<file path="config.mk">
export PLATFORM = sky130hd
export DESIGN_NAME = liu_device_flat
export DESIGN_NICKNAME = d
export VERILOG_FILES = /design/src/design/liu_pkg.sv /design/src/design/liu_link_if.sv /design/src/design/liu_chan_irq.sv /design/src/design/liu_device.sv /design/src/flat_wrapper.sv
export VERILOG_INCLUDE_DIRS = /design/src /design/src/design
export SDC_FILE = /design/constraint.sdc
export NUM_CORES = 1
export LEC_CHECK = 0
export BUFFER_PORTS_ARGS = -buffer_cell sky130_fd_sc_hd__buf_2
export CAP_MARGIN = 5
export CELL_PAD_IN_SITES_DETAIL_PLACEMENT = 0
export CELL_PAD_IN_SITES_GLOBAL_PLACEMENT = 2
export CORE_MARGIN = 3
export CORE_UTILIZATION = 39
export CTS_BUF_LIST = sky130_fd_sc_hd__clkbuf_4 sky130_fd_sc_hd__clkbuf_8
export CTS_CLUSTER_DIAMETER = 100
export DETAILED_ROUTE_END_ITERATION = 8
export GPL_TIMING_DRIVEN = 1
export PLACE_DENSITY_LB_ADDON = 0.1
export SLEW_MARGIN = 20
export SYNTH_ARGS = -nofsm -noshare
export SYNTH_HDL_FRONTEND = slang
export SYNTH_SLANG_ARGS = --single-unit
</file>
<file path="constraint.sdc">
create_clock -name clk_sys -period 3.7 [get_ports clk_sys]
set_input_delay 0.185 -clock clk_sys [delete_from_list [all_inputs] [get_ports clk_sys]]
set_output_delay 0.185 -clock clk_sys [all_outputs]
set_load 0.05 [all_outputs]
</file>
<file path="src/design/liu_defines.svh">
// Constants of the line interface interrupt, reset and configuration logic
// Summary of operation
// RQ1 - Pin mode: open-drain low, push-pull low, high
// RQ2 - Global disable bit gates every interrupt source
// RQ3 - Summary register holds one pending flag per channel
// RQ4 - Events latch per bit, each with mask bit
// RQ5 - Edge-select bit picks transition that latches event
// RQ6 - Reading channel status clears its pending flag
// RQ7 - Output idles only after all events acknowledged
// RQ8 - Thirteen sources; seven carry live and edge bits (code has fifteen per channel: seven in lat0, eight in lat1)
// RQ9 - Remaining events have latched and mask bits only
// RQ10 - Any reset register write resets within 1 us
// RQ11 - Host holds reset pin low 100 ns minimum
// RQ12 - Host waits 50 us after reset before access
// RQ13 - After reset drivers high-Z, registers at defaults
// RQ14 - Software reset keeps carrier-standard select bit
// RQ15 - Global writes hit both; local only own channel
// RQ16 - Broadcast bit copies local writes to other channel
// RQ17 - Host writes reserved bits with default values
// RQ18 - Reading latched status register clears its bits
// RQ19 - Output asserted for enabled, unmasked latched event
`ifndef LIU_DEFINES_SVH
`define LIU_DEFINES_SVH
// Global register addresses
`define LIU_A_ID 6'h00
`define LIU_A_RST 6'h01
`define LIU_A_GCF 6'h20
`define LIU_A_SUM 6'h21
// Local offsets; bit 5 of the address picks the channel
`define LIU_L_MASK0 5'h13
`define LIU_L_MASK1 5'h14
`define LIU_L_EDGE 5'h15
`define LIU_L_LIVE0 5'h16
`define LIU_L_LIVE1 5'h17
`define LIU_L_LAT0 5'h18
`define LIU_L_LAT1 5'h19
`define LIU_CH_BIT 5
// Global configuration fields and the loopback bit of LIVE1
`define LIU_GCF_PIN 1:0
`define LIU_GCF_GDIS 2
`define LIU_GCF_BCAST 3
`define LIU_GCF_CSS 4
`define LIU_GCF_MON 7:6
`define LIU_LIVE1_LOOP 5
// Reset values and reserved bits
`define LIU_GCF_RST 8'h00
`define LIU_MASK0_RST 8'h7F
`define LIU_MASK1_RST 8'hFF
`define LIU_EDGE_RST 8'h00
`define LIU_GCF_RSVD 8'h20
`define LIU_L0_RSVD 8'h80
// Timing
`define LIU_CLK_NS 50
`define LIU_SRST_NS 1000
`define LIU_SRST_CYC (`LIU_SRST_NS / `LIU_CLK_NS)
`define LIU_HWRST_NS 100
`define LIU_HWRST_CYC ((`LIU_HWRST_NS + `LIU_CLK_NS - 1) / `LIU_CLK_NS)
`define LIU_SETTLE_NS 50000
`define LIU_SETTLE_CYC ((`LIU_SETTLE_NS + `LIU_CLK_NS - 1) / `LIU_CLK_NS)
// Host controller registers and bits
`define LIU_H_ADDR 3'h0
`define LIU_H_DATA 3'h1
`define LIU_H_CTRL 3'h2
`define LIU_H_STAT 3'h3
`define LIU_H_MASK 3'h4
`define LIU_H_RDAT 3'h5
`define LIU_HC_WR 0
`define LIU_HC_RD 1
`define LIU_HC_HWRST 2
`endif

</file>
<file path="src/design/liu_pkg.sv">
// Types of the line interface interrupt, reset and configuration logic
`default_nettype none
package liu_pkg;
   typedef struct packed {
      logic [6:0] mask0;
      logic [7:0] mask1;
      logic [6:0] edge_sel;
      logic [6:0] lat0;
      logic [7:0] lat1;
      logic [6:0] prev0;
      logic pending;
   } liu_chan_st_t;
   typedef struct packed {
      logic [1:0] mon;
      logic css;
      logic bcast;
      logic gdis;
      logic [1:0] pin_mode;
      logic [7:0] rdata;
      logic int_o;
      logic int_oe_n;
      logic drv_hiz;
      logic [4:0] srst_cnt;
   } liu_dev_st_t;
   typedef enum logic [2:0] {h_idle, h_rst_low, h_settle, h_rd_req, h_rd_take} liu_host_state_t;
   typedef struct packed {
      liu_host_state_t state;
      logic [9:0] timer;
      logic rst_pin_n;
      logic [5:0] addr;
      logic [7:0] wdata;
      logic lk_wr;
      logic lk_rd;
      logic [5:0] cmd_addr;
      logic [7:0] cmd_data;
      logic [7:0] rd_val;
      logic [1:0] stat;
      logic [1:0] mask;
      logic [7:0] sw_rdata;
      logic irq;
   } liu_host_st_t;
endpackage
`default_nettype wire

</file>
<file path="src/design/liu_link_if.sv">
// Link between the host controller and the line interface register port
`timescale 1ns/1ps
`default_nettype none
interface liu_link_if;
   // Hardware reset pin
   logic rst_pin_n;
   // Register access
   logic [5:0] addr;
   logic [7:0] wdata;
   logic wr;
   logic rd;
   logic [7:0] rdata;
   // Interrupt pin
   logic int_o;
   logic int_oe_n;
   logic int_line;
   // Pull-up while released
   assign int_line = int_oe_n ? 1'b1 : int_o;
   modport dev (input rst_pin_n, input addr, input wdata, input wr, input rd, output rdata,
      output int_o, output int_oe_n);
   modport host (output rst_pin_n, output addr, output wdata, output wr, output rd, input rdata,
      input int_line);
endinterface // liu_link_if
`default_nettype wire

</file>
<file path="src/design/liu_chan_irq.sv">
// Per-channel interrupt latching, masking and pending flag
`timescale 1ns/1ps
`default_nettype none
`include "liu_defines.svh"
module liu_chan_irq (
   // Clock, reset and enable
   input wire logic clk_sys,
   input wire logic resetn,
   input wire logic ce,
   input wire logic clr,
   // Register strobes
   input wire logic wr_mask0,
   input wire logic wr_mask1,
   input wire logic wr_edge,
   input wire logic rd_lat0,
   input wire logic rd_lat1,
   input wire logic [7:0] wdata,
   // Event inputs
   input wire logic [6:0] live0,
   input wire logic [7:0] evt1,
   // Register contents and state
   output logic [6:0] mask0,
   output logic [7:0] mask1,
   output logic [6:0] edge_sel,
   output logic [6:0] lat0,
   output logic [7:0] lat1,
   output logic pending,
   output logic req
);
   localparam logic [7:0] M0_RST = `LIU_MASK0_RST;
   localparam logic [7:0] ES_RST = `LIU_EDGE_RST;
   liu_pkg::liu_chan_st_t st;
   liu_pkg::liu_chan_st_t next_st;
   logic [6:0] edge_hit;
   logic rd_any;
   logic new_set;
   logic remain;

   ////////////////////////////////////////////////////////////////////////////
   always_comb begin
      next_st = st;
      rd_any = rd_lat0 || rd_lat1;
      // Rising edge when select is 0, falling when 1
      edge_hit = (live0 & ~st.prev0 & ~st.edge_sel) | (~live0 & st.prev0 & st.edge_sel); // RQ5 RQ8
      next_st.prev0 = live0;
      next_st.lat0 = (st.lat0 & ~{7{rd_lat0}}) | edge_hit; // RQ4 RQ18
      next_st.lat1 = (st.lat1 & ~{8{rd_lat1}}) | evt1; // RQ4 RQ9 RQ18
      if (wr_mask0) begin
         next_st.mask0 = wdata[6:0];
      end
      if (wr_mask1) begin
         next_st.mask1 = wdata;
      end
      if (wr_edge) begin
         next_st.edge_sel = wdata[6:0];
      end
      new_set = |(edge_hit & ~st.mask0) || |(evt1 & ~st.mask1);
      remain = |(next_st.lat0 & ~next_st.mask0) || |(next_st.lat1 & ~next_st.mask1);
      next_st.pending = new_set || (st.pending && !rd_any) || (rd_any && remain); // RQ6 RQ7
      if (clr) begin
         next_st.mask0 = M0_RST[6:0];
         next_st.mask1 = `LIU_MASK1_RST;
         next_st.edge_sel = ES_RST[6:0];
         next_st.lat0 = 7'h00;
         next_st.lat1 = 8'h00;
         next_st.prev0 = 7'h00;
         next_st.pending = 1'b0;
      end
   end

   always_ff @(posedge clk_sys or negedge resetn) begin
      if (!resetn) begin
         st <= '{mask0: M0_RST[6:0], mask1: `LIU_MASK1_RST, edge_sel: ES_RST[6:0], default: '0};
      end else if (ce) begin
         st <= next_st;
      end
   end

   ////////////////////////////////////////////////////////////////////////////
   assign mask0 = st.mask0;
   assign mask1 = st.mask1;
   assign edge_sel = st.edge_sel;
   assign lat0 = st.lat0;
   assign lat1 = st.lat1;
   assign pending = st.pending;
   assign req = |(st.lat0 & ~st.mask0) || |(st.lat1 & ~st.mask1); // RQ19
endmodule // liu_chan_irq
`default_nettype wire

</file>
<file path="src/design/liu_device.sv">
// Device end: interrupt aggregation, reset handling and global configuration
//
// Chosen here: strobed register access.
`timescale 1ns/1ps
`default_nettype none
`include "liu_defines.svh"
module liu_device #(
   // Revision code, arbitrary value
   parameter logic [7:0] CHIP_REV = 8'h5A
) (
   // Clock, reset and enable
   input wire logic clk_sys,
   input wire logic resetn,
   input wire logic ce,
   // Register and interrupt link
   liu_link_if.dev lk,
   // Live status per channel
   input wire logic [1:0][6:0] live_status_0,
   input wire logic [1:0] loopback_status,
   // Event pulses per channel
   input wire logic [1:0][7:0] event_pulse_1,
   // Global configuration
   output logic carrier_standard_select,
   output logic [1:0] monitor_channel_select,
   output logic line_drv_hiz
);
   localparam logic [7:0] GCF_RST = `LIU_GCF_RST;
   liu_pkg::liu_dev_st_t st;
   liu_pkg::liu_dev_st_t next_st;
   logic clr;
   logic ch;
   logic irq_on;
   logic [7:0] rd_val;
   logic [7:0] gcf_val;
   logic [1:0] pend;
   logic [1:0] req;
   logic [1:0][6:0] mask0;
   logic [1:0][7:0] mask1;
   logic [1:0][6:0] edge_sel;
   logic [1:0][6:0] lat0;
   logic [1:0][7:0] lat1;

   ////////////////////////////////////////////////////////////////////////////
   // Reset sources: pin low or soft reset in progress
   assign clr = (st.srst_cnt != 5'h00) || !lk.rst_pin_n; // RQ10 RQ13
   // Address bit picks the channel
   assign ch = lk.addr[`LIU_CH_BIT];

   ////////////////////////////////////////////////////////////////////////////
   // Channels
   for (genvar c = 0; c < 2; c++) begin : g_ch
      logic wsel;
      logic rsel;
      // Own half of the map, or either half in broadcast mode
      assign wsel = lk.wr && !clr && ((ch == 1'(c)) || st.bcast); // RQ15 RQ16
      assign rsel = lk.rd && !clr && (ch == 1'(c)); // RQ15
      liu_chan_irq u_ch (
         .clk_sys (clk_sys),
         .resetn (resetn),
         .ce (ce),
         .clr (clr),
         .wr_mask0 (wsel && (lk.addr[4:0] == `LIU_L_MASK0)),
         .wr_mask1 (wsel && (lk.addr[4:0] == `LIU_L_MASK1)),
         .wr_edge (wsel && (lk.addr[4:0] == `LIU_L_EDGE)),
         .rd_lat0 (rsel && (lk.addr[4:0] == `LIU_L_LAT0)),
         .rd_lat1 (rsel && (lk.addr[4:0] == `LIU_L_LAT1)),
         .wdata (lk.wdata),
         .live0 (live_status_0[c]),
         .evt1 (event_pulse_1[c]),
         .mask0 (mask0[c]),
         .mask1 (mask1[c]),
         .edge_sel (edge_sel[c]),
         .lat0 (lat0[c]),
         .lat1 (lat1[c]),
         .pending (pend[c]),
         .req (req[c])
      );
   end

   ////////////////////////////////////////////////////////////////////////////
   // Read multiplexer
   always_comb begin
      gcf_val = 8'h00;
      gcf_val[`LIU_GCF_PIN] = st.pin_mode;
      gcf_val[`LIU_GCF_GDIS] = st.gdis;
      gcf_val[`LIU_GCF_BCAST] = st.bcast;
      gcf_val[`LIU_GCF_CSS] = st.css;
      gcf_val[`LIU_GCF_MON] = st.mon;
      rd_val = 8'h00;
      // Globals win over local decode
      if (lk.addr == `LIU_A_ID) begin
         rd_val = CHIP_REV;
      end else if (lk.addr == `LIU_A_GCF) begin
         rd_val = gcf_val;
      end else if (lk.addr == `LIU_A_SUM) begin
         rd_val = {6'h00, pend}; // RQ3
      end else begin
         case (lk.addr[4:0])
            `LIU_L_MASK0: begin
               rd_val = {1'b0, mask0[ch]};
            end
            `LIU_L_MASK1: begin
               rd_val = mask1[ch];
            end
            `LIU_L_EDGE: begin
               rd_val = {1'b0, edge_sel[ch]};
            end
            `LIU_L_LIVE0: begin
               rd_val = {1'b0, live_status_0[ch]};
            end
            `LIU_L_LIVE1: begin
               rd_val[`LIU_LIVE1_LOOP] = loopback_status[ch];
            end
            `LIU_L_LAT0: begin
               rd_val = {1'b0, lat0[ch]};
            end
            `LIU_L_LAT1: begin
               rd_val = lat1[ch];
            end
            default: begin
               rd_val = 8'h00;
            end
         endcase
      end
   end

   ////////////////////////////////////////////////////////////////////////////
   // Next state
   always_comb begin
      next_st = st;
      // Read data stands one cycle
      next_st.rdata = 8'h00;
      if (lk.rd && !clr) begin
         next_st.rdata = rd_val;
      end
      // Soft reset countdown
      if (st.srst_cnt != 5'h00) begin
         next_st.srst_cnt = st.srst_cnt - 5'h01;
      end
      if (lk.wr && !clr) begin
         // Any value written starts the soft reset
         if (lk.addr == `LIU_A_RST) begin
            next_st.srst_cnt = 5'(`LIU_SRST_CYC - 1); // RQ10
         end
         if (lk.addr == `LIU_A_GCF) begin
            next_st.pin_mode = lk.wdata[`LIU_GCF_PIN];
            next_st.gdis = lk.wdata[`LIU_GCF_GDIS];
            next_st.bcast = lk.wdata[`LIU_GCF_BCAST];
            next_st.css = lk.wdata[`LIU_GCF_CSS];
            next_st.mon = lk.wdata[`LIU_GCF_MON];
            next_st.drv_hiz = 1'b0;
         end
      end
      // Interrupt pin drive
      irq_on = !st.gdis && (|req); // RQ2 RQ19 RQ7
      if (st.pin_mode == 2'b01) begin
         next_st.int_o = !irq_on; // RQ1
         next_st.int_oe_n = 1'b0;
      end else if (st.pin_mode == 2'b10) begin
         next_st.int_o = irq_on; // RQ1
         next_st.int_oe_n = 1'b0;
      end else begin
         // Open drain for 00 and 11
         next_st.int_o = 1'b0; // RQ1
         next_st.int_oe_n = !irq_on;
      end
      if (clr) begin
         next_st.pin_mode = GCF_RST[`LIU_GCF_PIN]; // RQ13
         next_st.gdis = GCF_RST[`LIU_GCF_GDIS];
         next_st.bcast = GCF_RST[`LIU_GCF_BCAST];
         next_st.mon = GCF_RST[`LIU_GCF_MON];
         next_st.int_o = 1'b0;
         next_st.int_oe_n = 1'b1;
         next_st.drv_hiz = 1'b1;
         next_st.rdata = 8'h00;
         // Soft reset leaves the carrier select alone
         if (!lk.rst_pin_n) begin
            next_st.css = GCF_RST[`LIU_GCF_CSS]; // RQ14
            next_st.srst_cnt = 5'h00;
         end
      end
   end

   ////////////////////////////////////////////////////////////////////////////
   // State register
   always_ff @(posedge clk_sys or negedge resetn) begin
      if (!resetn) begin
         st <= '{int_oe_n: 1'b1, drv_hiz: 1'b1, default: '0};
         // Configuration at its reset value
         st.pin_mode <= GCF_RST[`LIU_GCF_PIN];
         st.gdis <= GCF_RST[`LIU_GCF_GDIS];
         st.bcast <= GCF_RST[`LIU_GCF_BCAST];
         st.css <= GCF_RST[`LIU_GCF_CSS];
         st.mon <= GCF_RST[`LIU_GCF_MON];
      end else if (ce) begin
         st <= next_st;
      end
   end

   ////////////////////////////////////////////////////////////////////////////
   // Outputs
   assign lk.rdata = st.rdata;
   assign lk.int_o = st.int_o;
   assign lk.int_oe_n = st.int_oe_n;
   assign carrier_standard_select = st.css;
   assign monitor_channel_select = st.mon;
   assign line_drv_hiz = st.drv_hiz;
endmodule // liu_device
`default_nettype wire

</file>
<file path="src/flat_wrapper.sv">
// flat-port wrapper written by rule: the top's interface ports become plain ports
module liu_device_flat 
#(
                                    
   parameter logic [7:0] CHIP_REV = 8'h5A
)
  (clk_sys, resetn, ce, live_status_0, loopback_status, event_pulse_1, carrier_standard_select, monitor_channel_select, line_drv_hiz, lk_rst_pin_n, lk_addr, lk_wdata, lk_wr, lk_rd, lk_rdata, lk_int_o, lk_int_oe_n);
  liu_link_if lk_i ();
  input wire logic clk_sys;
  input wire logic resetn;
  input wire logic ce;
  input wire logic [1:0][6:0] live_status_0;
  input wire logic [1:0] loopback_status;
  input wire logic [1:0][7:0] event_pulse_1;
  output logic carrier_standard_select;
  output logic [1:0] monitor_channel_select;
  output logic line_drv_hiz;
  input wire logic [$bits(lk_i.rst_pin_n)-1:0] lk_rst_pin_n;
  input wire logic [$bits(lk_i.addr)-1:0] lk_addr;
  input wire logic [$bits(lk_i.wdata)-1:0] lk_wdata;
  input wire logic [$bits(lk_i.wr)-1:0] lk_wr;
  input wire logic [$bits(lk_i.rd)-1:0] lk_rd;
  output wire logic [$bits(lk_i.rdata)-1:0] lk_rdata;
  output wire logic [$bits(lk_i.int_o)-1:0] lk_int_o;
  output wire logic [$bits(lk_i.int_oe_n)-1:0] lk_int_oe_n;
  assign lk_i.rst_pin_n = lk_rst_pin_n;
  assign lk_i.addr = lk_addr;
  assign lk_i.wdata = lk_wdata;
  assign lk_i.wr = lk_wr;
  assign lk_i.rd = lk_rd;
  assign lk_rdata = lk_i.rdata;
  assign lk_int_o = lk_i.int_o;
  assign lk_int_oe_n = lk_i.int_oe_n;
  liu_device #(.CHIP_REV(CHIP_REV)) u_core (.clk_sys(clk_sys), .resetn(resetn), .ce(ce), .lk(lk_i), .live_status_0(live_status_0), .loopback_status(loopback_status), .event_pulse_1(event_pulse_1), .carrier_standard_select(carrier_standard_select), .monitor_channel_select(monitor_channel_select), .line_drv_hiz(line_drv_hiz));
endmodule
</file>
==> qor.yml, run 1 <==
cts_root_buf: "clkbuf_8"
maxCapViolCount: 0
rsz0062_at_grt: "no"
clk_latency_ps: 460
placed_cell_area_um2: 7260
synth_cell_types: 62
outcome: "complete, no violations"
synth_area_um2: 6730
ys_seq_area_frac: 0.426
slew_viol_final: 0
worst_pin_slew_ps: 966
drc: 0
synth_mux_area_frac: 0.0411
grtUsageTotal: 0.300
n_antenna_cell: 0
viasPerCell: 6.42
worst-r2r-cell-count: 10
endpoint: "u_core.g_ch[0].u_ch.pending"
wl_met3_mm: 2.18
crit_path_max_incr_delay_ps: 590
tns_ps: 0
place_hpwl_mm: 20.1
mostFrequentLayoutCells: "nand2_1, dfrtp_1, buf_2, a21oi_1, a22o_1"
syn_avg_cell_area_um2: 9.28
antenna_found_initial: 0
h-tree-depth: 4
cts_resized: 0
cts_hold_buf: 26
crit_start: "u_core.st[0]"
worstSetupPathType: "reg2reg"
crit_chain: "inv_1 -> ha_1 -> or4b_1 -> nor3_4 -> buf_4 -> nand2_1 -> mux2_2 -> o22ai_1 -> nor4_1 -> a31oi_1"
final_cells: 1037
final_cell_area_um2: 7990
utilization: 0.477
path_depth: 10
synth_top_area_share: 0.301
cts_sinks: 113
hold_class: "in2reg"
post-cts-setup-buffers: 0
fin_crit_ps: 3210
drt_iter0_markers: 865
ys.flop_type: "dfrtp_1"
synth-compound-area-share: 0.300
arrival_ps: 3570
grt_pass1_wl_mm: 40.7
synth_fa_ha_area_frac: 0.00372
critPathTopFamily: "simple AND/OR/NAND/NOR gates"
power.leakage_nw: 3.40
max_freq_mhz: 312
vias: 6658
synth_seq_cells: 113
synth_edf_count: 0
gp_congestion: 0.959
fin_skew_ps: 11.7
gr-total-overflow: 0
finalSetupViolations: 0
initial_core_util: 0.401
cts_made_buffers: 17
yosys.area_share.xor_xnor: 0
cts_tree: "done"
cp_data_required_time_ps: 4070
r2r-start: "u_core.st[0]"
firstDrtPassIters: 5
yosysWarnings: 0
final_common_cell: "nand2_1"
top_layer_used: "met4"
area_growth_syn_to_layout_pct: 18.8
die_w_um: 137
endpoint_kind: "register"
clk_pin_slew_ps: 80
synth_nets: 779
fin_crit_sh: 0.867
synthSimpleGateAreaFrac: 0.174
met2_length_mm: 12.8
die_area_um2: 18900
port_buffers: 65
grt_pass1_vias: 6271
rows: 47
synthCells: 725
slew_headroom: 0.354
clockBufferDepth: 2
worstReg2RegEnd: "u_core.g_ch[0].u_ch.pending"
crit_path_start_kind: "register"
synth_top_family_by_area: "compound AO/OA/AOI/OAI gates"
io_pins: 66
ant_nets: 0
wl_mm: 28.0
grt_max_degree: 61
cp_max_fo: 12
final_nets: 858
timing.critical_path.buf_inv: 2
fillers: 1663
wl_met1_mm: 12.0
die_h_um: 137
p_per_area_nw_per_um2: 483
timing.final.hold_violations: 0
crit_path_top_delay_cell: "or4b_1"
synthTopCellsByArea: "dfrtp_1, dfstp_2, a22o_1"
core_area_um2: 16800
placed_cells: 979
wl_per_cell_um: 27.0
reg2reg_slack_ps: 490
async_flop_share: 1.00
vdd_drop_max_mv: 0.281
drive_gt1_frac: 0.223
yosysTopAreaCell: "dfrtp_1"
## report_power, final
part,switching (mW),internal [mW]
Combinational,0.563,0.303
Clock,0.563,0.837
Sequential,0.207,1.38
## area by class of cell
class | instances | area, um^2 | area share
Clock buffer | 19 | 262 | 0.0327
Clock inverter | 13 | 208 | 0.0260
Inverter | 37 | 139 | 0.0174
Multi-Input combinational cell | 524 | 3490 | 0.437
Sequential cell | 113 | 2870 | 0.359
Tap cell | 220 | 275 | 0.0344
Timing Repair Buffer | 111 | 751 | 0.0939
## kinds of logic after synthesis
logic type      after synthesis
fa+ha+maj                     2
flops                       113
mux                          25
buf+inv                      88
simple gates                222
compound gates              275
## worst reg2reg max path, delay by kind of cell, from the launching register on
family / cells / cell delay (ps)
mux: 1 / 360
fa+ha+maj: 1 / 190
buf+inv: 2 / 330
flops: 1 / 410
compound gates: 2 / 400
simple gates: 4 / 1420
## routing by layer
layer  global-route usage  vias to the layer above
li1                     -                     2921
met1                0.408                     3319
met2                0.464                      346
met3               0.0657                       72
met4                0.119                        0
met5                    0                        -
## registers in the layout (all words and copies together), names as in the netlist, 2 cells and up
| register | cells |
|---|---|
| u_core.g_ch.u_ch.lat1 | 16 |
| u_core.g_ch.u_ch.mask1 | 16 |
| u_core.g_ch.u_ch.edge_sel | 14 |
| u_core.g_ch.u_ch.lat0 | 14 |
| u_core.g_ch.u_ch.mask0 | 14 |
| u_core.g_ch.u_ch.st | 14 |
| u_core.lk.rdata | 8 |
| u_core.st | 5 |
| u_core.gcf_val | 4 |
| u_core.g_ch.u_ch.pending | 2 |
| u_core.monitor_channel_select | 2 |
## per-stage QoR
stage / worst slack [ps] / hold WS, ps / power [mW]
3_5_place_dp: 571 / 289 / 2.43
6_report: 491 / 17.3 / 3.86
4_1_cts: 543 / 0.245 / 3.86
2_1_floorplan: 1150 / -111 / 2.06
3_3_place_gp: 641 / 278 / 2.42
5_1_grt: 306 / 26.6 / 4.02
## cell usage after synthesis (5+ instances only)
master	count
o21ai_0	35
a222oi_1	5
nor4_1	7
nor3_1	6
a22oi_1	28
nand3_1	7
o2bb2ai_1	21
clkbuf_1	35
mux2_2	21
dfstp_2	32
nand3b_1	8
o22ai_1	17
nand4_1	12
buf_2	5
inv_1	36
a31oi_1	5
nor2b_1	11
o22a_1	32
and2_1	8
buf_4	10
and3b_1	7
nand2b_1	10
dfrtp_1	81
nand2_1	88
a22o_1	41
a21oi_1	44
a221oi_1	10
nor2_1	25
or3b_2	6
and3_1	16
## worst min path at each step
stage / slack (ps) / start / to / cells past startpoint
floorplan: -110 / resetn / u_core.carrier_standard_select / 0
global placement: 280 / resetn / u_core.g_ch[1].u_ch.st[4] / 1
detailed placement: 290 / resetn / u_core.g_ch[1].u_ch.st[4] / 1
CTS: 0.2 / live_status_0[13] / u_core.g_ch[1].u_ch.st[7] / 3
global route: 30 / live_status_0[13] / u_core.g_ch[1].u_ch.st[7] / 3
finish: 20 / live_status_0[13] / u_core.g_ch[1].u_ch.st[7] / 3
Note: power is estimated with default switching activity, not from simulation.
==> run 2, diff against run 1 <==
--- a/config.mk
+++ b/config.mk
@@ -7,7 +7,7 @@
 export NUM_CORES = 1
 export LEC_CHECK = 0
 export BUFFER_PORTS_ARGS = -buffer_cell sky130_fd_sc_hd__buf_2
-export CAP_MARGIN = 5
+export CAP_MARGIN = 20
 export CELL_PAD_IN_SITES_DETAIL_PLACEMENT = 0
 export CELL_PAD_IN_SITES_GLOBAL_PLACEMENT = 2
 export CORE_MARGIN = 3
@@ -16,6 +16,7 @@
 export CTS_CLUSTER_DIAMETER = 100
 export DETAILED_ROUTE_END_ITERATION = 8
 export GPL_TIMING_DRIVEN = 1
+export MAX_ROUTING_LAYER = met4
 export PLACE_DENSITY_LB_ADDON = 0.1
 export SLEW_MARGIN = 20
 export SYNTH_ARGS = -nofsm -noshare
==> run 2 against run 1 <==
Via count hardly changed. Critical endpoint is now u_core.g_ch[0].u_ch.mask1[0]. Power is 10% lower. Clock-buffer cell count stayed put.
==> qor.yml, run 2 (synthesis results as in run 1) <==
hold_class: "in2reg"
rows: 47
worstSetupPathType: "reg2reg"
arrival_ps: 3580
core_area_um2: 16800
pre_cts_ws_ps: 564
grt_pass1_wl_mm: 41.6
max_freq_mhz: 314
cts_tree: "done"
vdd_drop_max_mv: 0.258
vias: 6655
fillers: 1679
worstReg2RegEnd: "u_core.g_ch[0].u_ch.mask1[0]"
die_w_um: 137
cts_sinks: 113
endpoint: "u_core.g_ch[0].u_ch.mask1[0]"
multi_input_area_um2: 3490
timing.final.hold_violations: 0
gp_congestion: 0.976
final.setup.worst_slack_ps: 519
wl_per_cell_um: 27.3
die_area_um2: 18900
drive_gt1_frac: 0.226
slew_headroom: 0.330
slew_viol_final: 0
crit_path_max_incr_delay_ps: 620
ff_latch_area_um2: 2870
drc: 0
cts_root_buf: "clkbuf_8"
clk_latency_ps: 450
cp_max_fo: 12
final_cell_area_um2: 7780
p_per_area_nw_per_um2: 446
worst_pin_slew_ps: 979
crit_path_top_delay_cell: "a21oi_1"
post-cts-setup-buffers: 0
maxCapViolCount: 0
viasPerCell: 6.46
clockBufferDepth: 2
tns_ps: 0
finalSetupViolations: 0
placed_cell_area_um2: 7260
grtUsageTotal: 0.313
cts_hold_buf: 18
io_pins: 66
clk_pin_slew_ps: 70
endpoint_kind: "register"
final_nets: 851
die_h_um: 137
outcome: "complete, no violations"
antenna_found_initial: 0
crit_chain: "inv_1 -> ha_1 -> or4b_1 -> nor3_4 -> buf_4 -> nand2_1 -> a21oi_1 -> o22a_1"
fin_crit_ps: 3180
n_antenna_cell: 0
port_buffers: 65
place_hpwl_mm: 20.3
ant_nets: 0
firstDrtPassIters: 5
worst-r2r-cell-count: 8
fin_crit_sh: 0.860
mostFrequentLayoutCells: "nand2_1, dfrtp_1, buf_2, a21oi_1, a22o_1"
reg2reg_slack_ps: 520
cts_made_buffers: 17
fin_skew_ps: 15.1
cts_resized: 0
rsz0062_at_grt: "no"
wl_mm: 28.1
initial_core_util: 0.401
h-tree-depth: 4
crit_path_start_kind: "register"
final_common_cell: "nand2_1"
drt_iter0_markers: 661
r2r-start: "u_core.st[0]"
grt_pass1_vias: 6301
crit_start: "u_core.st[0]"
grt_max_degree: 43
power.leakage_nw: 3.29
gr-total-overflow: 0
area_growth_syn_to_layout_pct: 15.6
cp_data_required_time_ps: 4090
finalPower_mw: 3.47
run 2: cell types whose count changed in the layout (fill, tap and decap cells not counted), sizes merged:
| cell | previous run | this run |
|---|---|---|
| dlygate4sd3 | 26 | 18 |
| bufinv | 5 | 0 |
| clkinvlp | 4 | 8 |
| clkinv | 4 | 6 |
| buf | 85 | 86 |
| inv | 37 | 36 |
run 2: worst min path at each step:
stage,from,endpoint,cells past startpoint
after floorplan,resetn,u_core.carrier_standard_select,0
after CTS,live_status_0[1],u_core.g_ch[0].u_ch.st[2],3
after detailed placement,resetn,u_core.g_ch[1].u_ch.st[4],1
after global placement,resetn,u_core.g_ch[1].u_ch.st[4],1
after global routing,live_status_0[1],u_core.g_ch[0].u_ch.st[2],3
final,event_pulse_1[7],u_core.g_ch[0].u_ch.lat1[7],2
run 2: critical path, delay by kind of cell, from the launching register on:
family / cells / cell delay (ps)
AOI/OAI and AO/OA: 2 / 870
DFF: 1 / 410
and+or+nand+nor: 3 / 1340
buffers and inverters: 2 / 320
adders and majority gates: 1 / 170
run 2: metrics by stage:
step | util | hold slack, ps | instances
after global placement | 0.433 | 186 | 980
after global routing | 0.464 | 4.86 | 1030
after detailed placement | 0.433 | 195 | 980
final | 0.464 | 16.2 | 1030
after CTS | 0.464 | 1.90 | 1030
after floorplan | - | -111 | 725
run 2: power breakdown:
group          total [mW]  internal, mW  switching [mW]  leakage, nW
Sequential           1.59          1.38           0.202         1.45
Combinational       0.856         0.296           0.560         1.69
Clock                1.03         0.472           0.558        0.153
Total                3.47          2.15            1.32         3.29
run 2: cell type report:
type,count,share of cell area
multi-input combinational,524,0.449
sequential,113,0.369
timing repair buffer,104,0.0856
tap,220,0.0354
clock buffer,19,0.0320
inverter,37,0.0179
clock inverter,13,0.0119
run 2: layer usage:
layer / global-route usage / wire length (um)
met5: - / 0
met4: 0.111 / 900
met3: 0.0559 / 2180
met2: 0.481 / 13000
met1: 0.418 / 12000
==> run 3, diff against run 2 <==
--- a/config.mk
+++ b/config.mk
@@ -11,7 +11,7 @@
 export CELL_PAD_IN_SITES_DETAIL_PLACEMENT = 0
 export CELL_PAD_IN_SITES_GLOBAL_PLACEMENT = 2
 export CORE_MARGIN = 3
-export CORE_UTILIZATION = 39
+export CORE_UTILIZATION = 42
 export CTS_BUF_LIST = sky130_fd_sc_hd__clkbuf_4 sky130_fd_sc_hd__clkbuf_8
 export CTS_CLUSTER_DIAMETER = 100
 export DETAILED_ROUTE_END_ITERATION = 8
==> constraint.sdc (replaced) <==
create_clock -name clk_sys -period 3.9 [get_ports clk_sys]
set_input_delay 0.195 -clock clk_sys [delete_from_list [all_inputs] [get_ports clk_sys]]
set_output_delay 0.195 -clock clk_sys [all_outputs]
set_load 0.05 [all_outputs]
==> run 3 against run 2 <==
Global-route usage increased by 1.3 points. Hold slack got worse by 3.2 ps. Non-clock buffer count decreased by 8. Flip-flop and latch count unchanged. Largest power group unchanged.
==> qor.yml, run 3 (synthesis results as in run 1) <==
gr-total-overflow: 0
viasPerCell: 6.56
slew_viol_final: 0
rows: 45
final_cells: 1013
final_common_cell: "nand2_1"
h-tree-depth: 4
grt_pass1_wl_mm: 42.1
timing.critical_path.buf_inv: 1
outcome: "complete, no violations"
tns_ps: 0
post-cts-setup-buffers: 0
r2r-start: "u_core.st[0]"
slew_headroom: 0.484
ant_nets: 0
worstReg2RegEnd: "u_core.g_ch[0].u_ch.pending"
hold_class: "in2reg"
die_area_um2: 17600
drc: 0
finalSetupViolations: 0
fin_crit_sh: 0.845
crit_path_max_incr_delay_ps: 670
antenna_found_initial: 0
cts_tree: "done"
endpoint_kind: "register"
cts_hold_buf: 13
rsz0062_at_grt: "no"
firstDrtPassIters: 8
reg2reg_slack_ps: 600
vias: 6647
maxCapViolCount: 0
cts_root_buf: "clkbuf_8"
vdd_drop_max_mv: 0.246
n_antenna_cell: 0
io_pins: 66
clk_latency_ps: 450
grt_max_degree: 40
hp-start: "live_status_0[9]"
crit_path_top_delay_cell: "nor3_4"
max_freq_mhz: 303
wl_per_cell_um: 27.4
p_per_area_nw_per_um2: 457
min_to: "u_core.g_ch[1].u_ch.st[3]"
crit_chain: "inv_1 -> ha_1 -> or4b_1 -> nor3_4 -> and3_1 -> a211oi_1 -> or4_1 -> nor4_1 -> a31oi_1"
initial_core_util: 0.436
fin_skew_ps: 11.4
final_nets: 843
gp_congestion: 0.954
cts_made_buffers: 17
drive_gt1_frac: 0.224
final.setup.worst_slack_ps: 603
cp_max_fo: 16
drt_iter0_markers: 702
utilization: 0.505
area_growth_syn_to_layout_pct: 15.8
worst_pin_slew_ps: 768
worst-r2r-cell-count: 9
die_w_um: 133
place_hpwl_mm: 19.8
crit_start: "u_core.st[0]"
arrival_ps: 3620
core_area_um2: 15400
critPathTopFamily: "simple AND/OR/NAND/NOR gates"
clockBufferDepth: 2
clk_pin_slew_ps: 80
timing.final.hold_violations: 0
fin_crit_ps: 3300
port_buffers: 65
placed_cells: 968
power.leakage_nw: 3.32
hold_depth: 3
path_depth: 9
pre_cts_ws_ps: 710
crit_path_start_kind: "register"
cp_data_required_time_ps: 4220
cts_resized: 0
die_h_um: 133
grtUsageTotal: 0.326
cts_sinks: 113
grt_pass1_vias: 6619
mostFrequentLayoutCells: "nand2_1, dfrtp_1, buf_2, a21oi_1, a22o_1"
worstSetupPathType: "reg2reg"
wl_mm: 27.8
## run 3: changes by cell type in the layout (fill, tap and decap cells not counted)
cell           before  now
clkinv_2            3    2
clkinvlp_4          8    3
dlygate4sd3_1      18   13
bufinv_16           0    4
clkinv_4            2    4
buf_4              22   19
## run 3: worst reg2reg max path: stages (launching register included)
cell,delay [ps]
dfrtp_1,420
inv_1,100
ha_1,180
or4b_1,580
nor3_4,670
and3_1,270
a211oi_1,40
or4_1,530
nor4_1,240
a31oi_1,130
## run 3: metal layers
layer / up-vias / track usage / share of wire
li1: 2884 / - / -
met1: 3307 / 0.437 / 0.42
met2: 382 / 0.494 / 0.45
met3: 74 / 0.0612 / 0.086
met4: 0 / 0.121 / 0.038
met5: - / - / 0
## run 3: worst max path at each step
stage	endpoint	slack, ps
detailed placement	u_core.g_ch[0].u_ch.pending	710
global placement	u_core.g_ch[0].u_ch.pending	750
finish	u_core.g_ch[0].u_ch.pending	600
floorplan	u_core.g_ch[0].u_ch.pending	1350
CTS	u_core.g_ch[0].u_ch.pending	680
global route	u_core.g_ch[0].u_ch.pending	410
## run 3: per-stage QoR
stage / area [um^2] / hold slack, ps / total power [mW]
3_5_place_dp: 7220 / 204 / 2.30
4_1_cts: 7790 / 0.456 / 3.55
3_3_place_gp: 7220 / 199 / 2.29
5_1_grt: 7790 / 3.30 / 3.71
6_report: 7790 / 13.0 / 3.56
2_1_floorplan: 6730 / -101 / 1.96
## run 3: cell type report
class	count	area, um^2
Clock buffer	19	249
Timing Repair Buffer	96	593
Sequential cell	113	2870
Inverter	37	139
Clock inverter	13	188
Multi-Input combinational cell	524	3490
Fill cell	1527	7640
Tap cell	211	264
## run 3: power by group
group / internal [mW] / switching [mW] / leakage, nW
Sequential: 1.31 / 0.192 / 1.45
Clock: 0.710 / 0.526 / 0.213
Combinational: 0.282 / 0.535 / 1.65
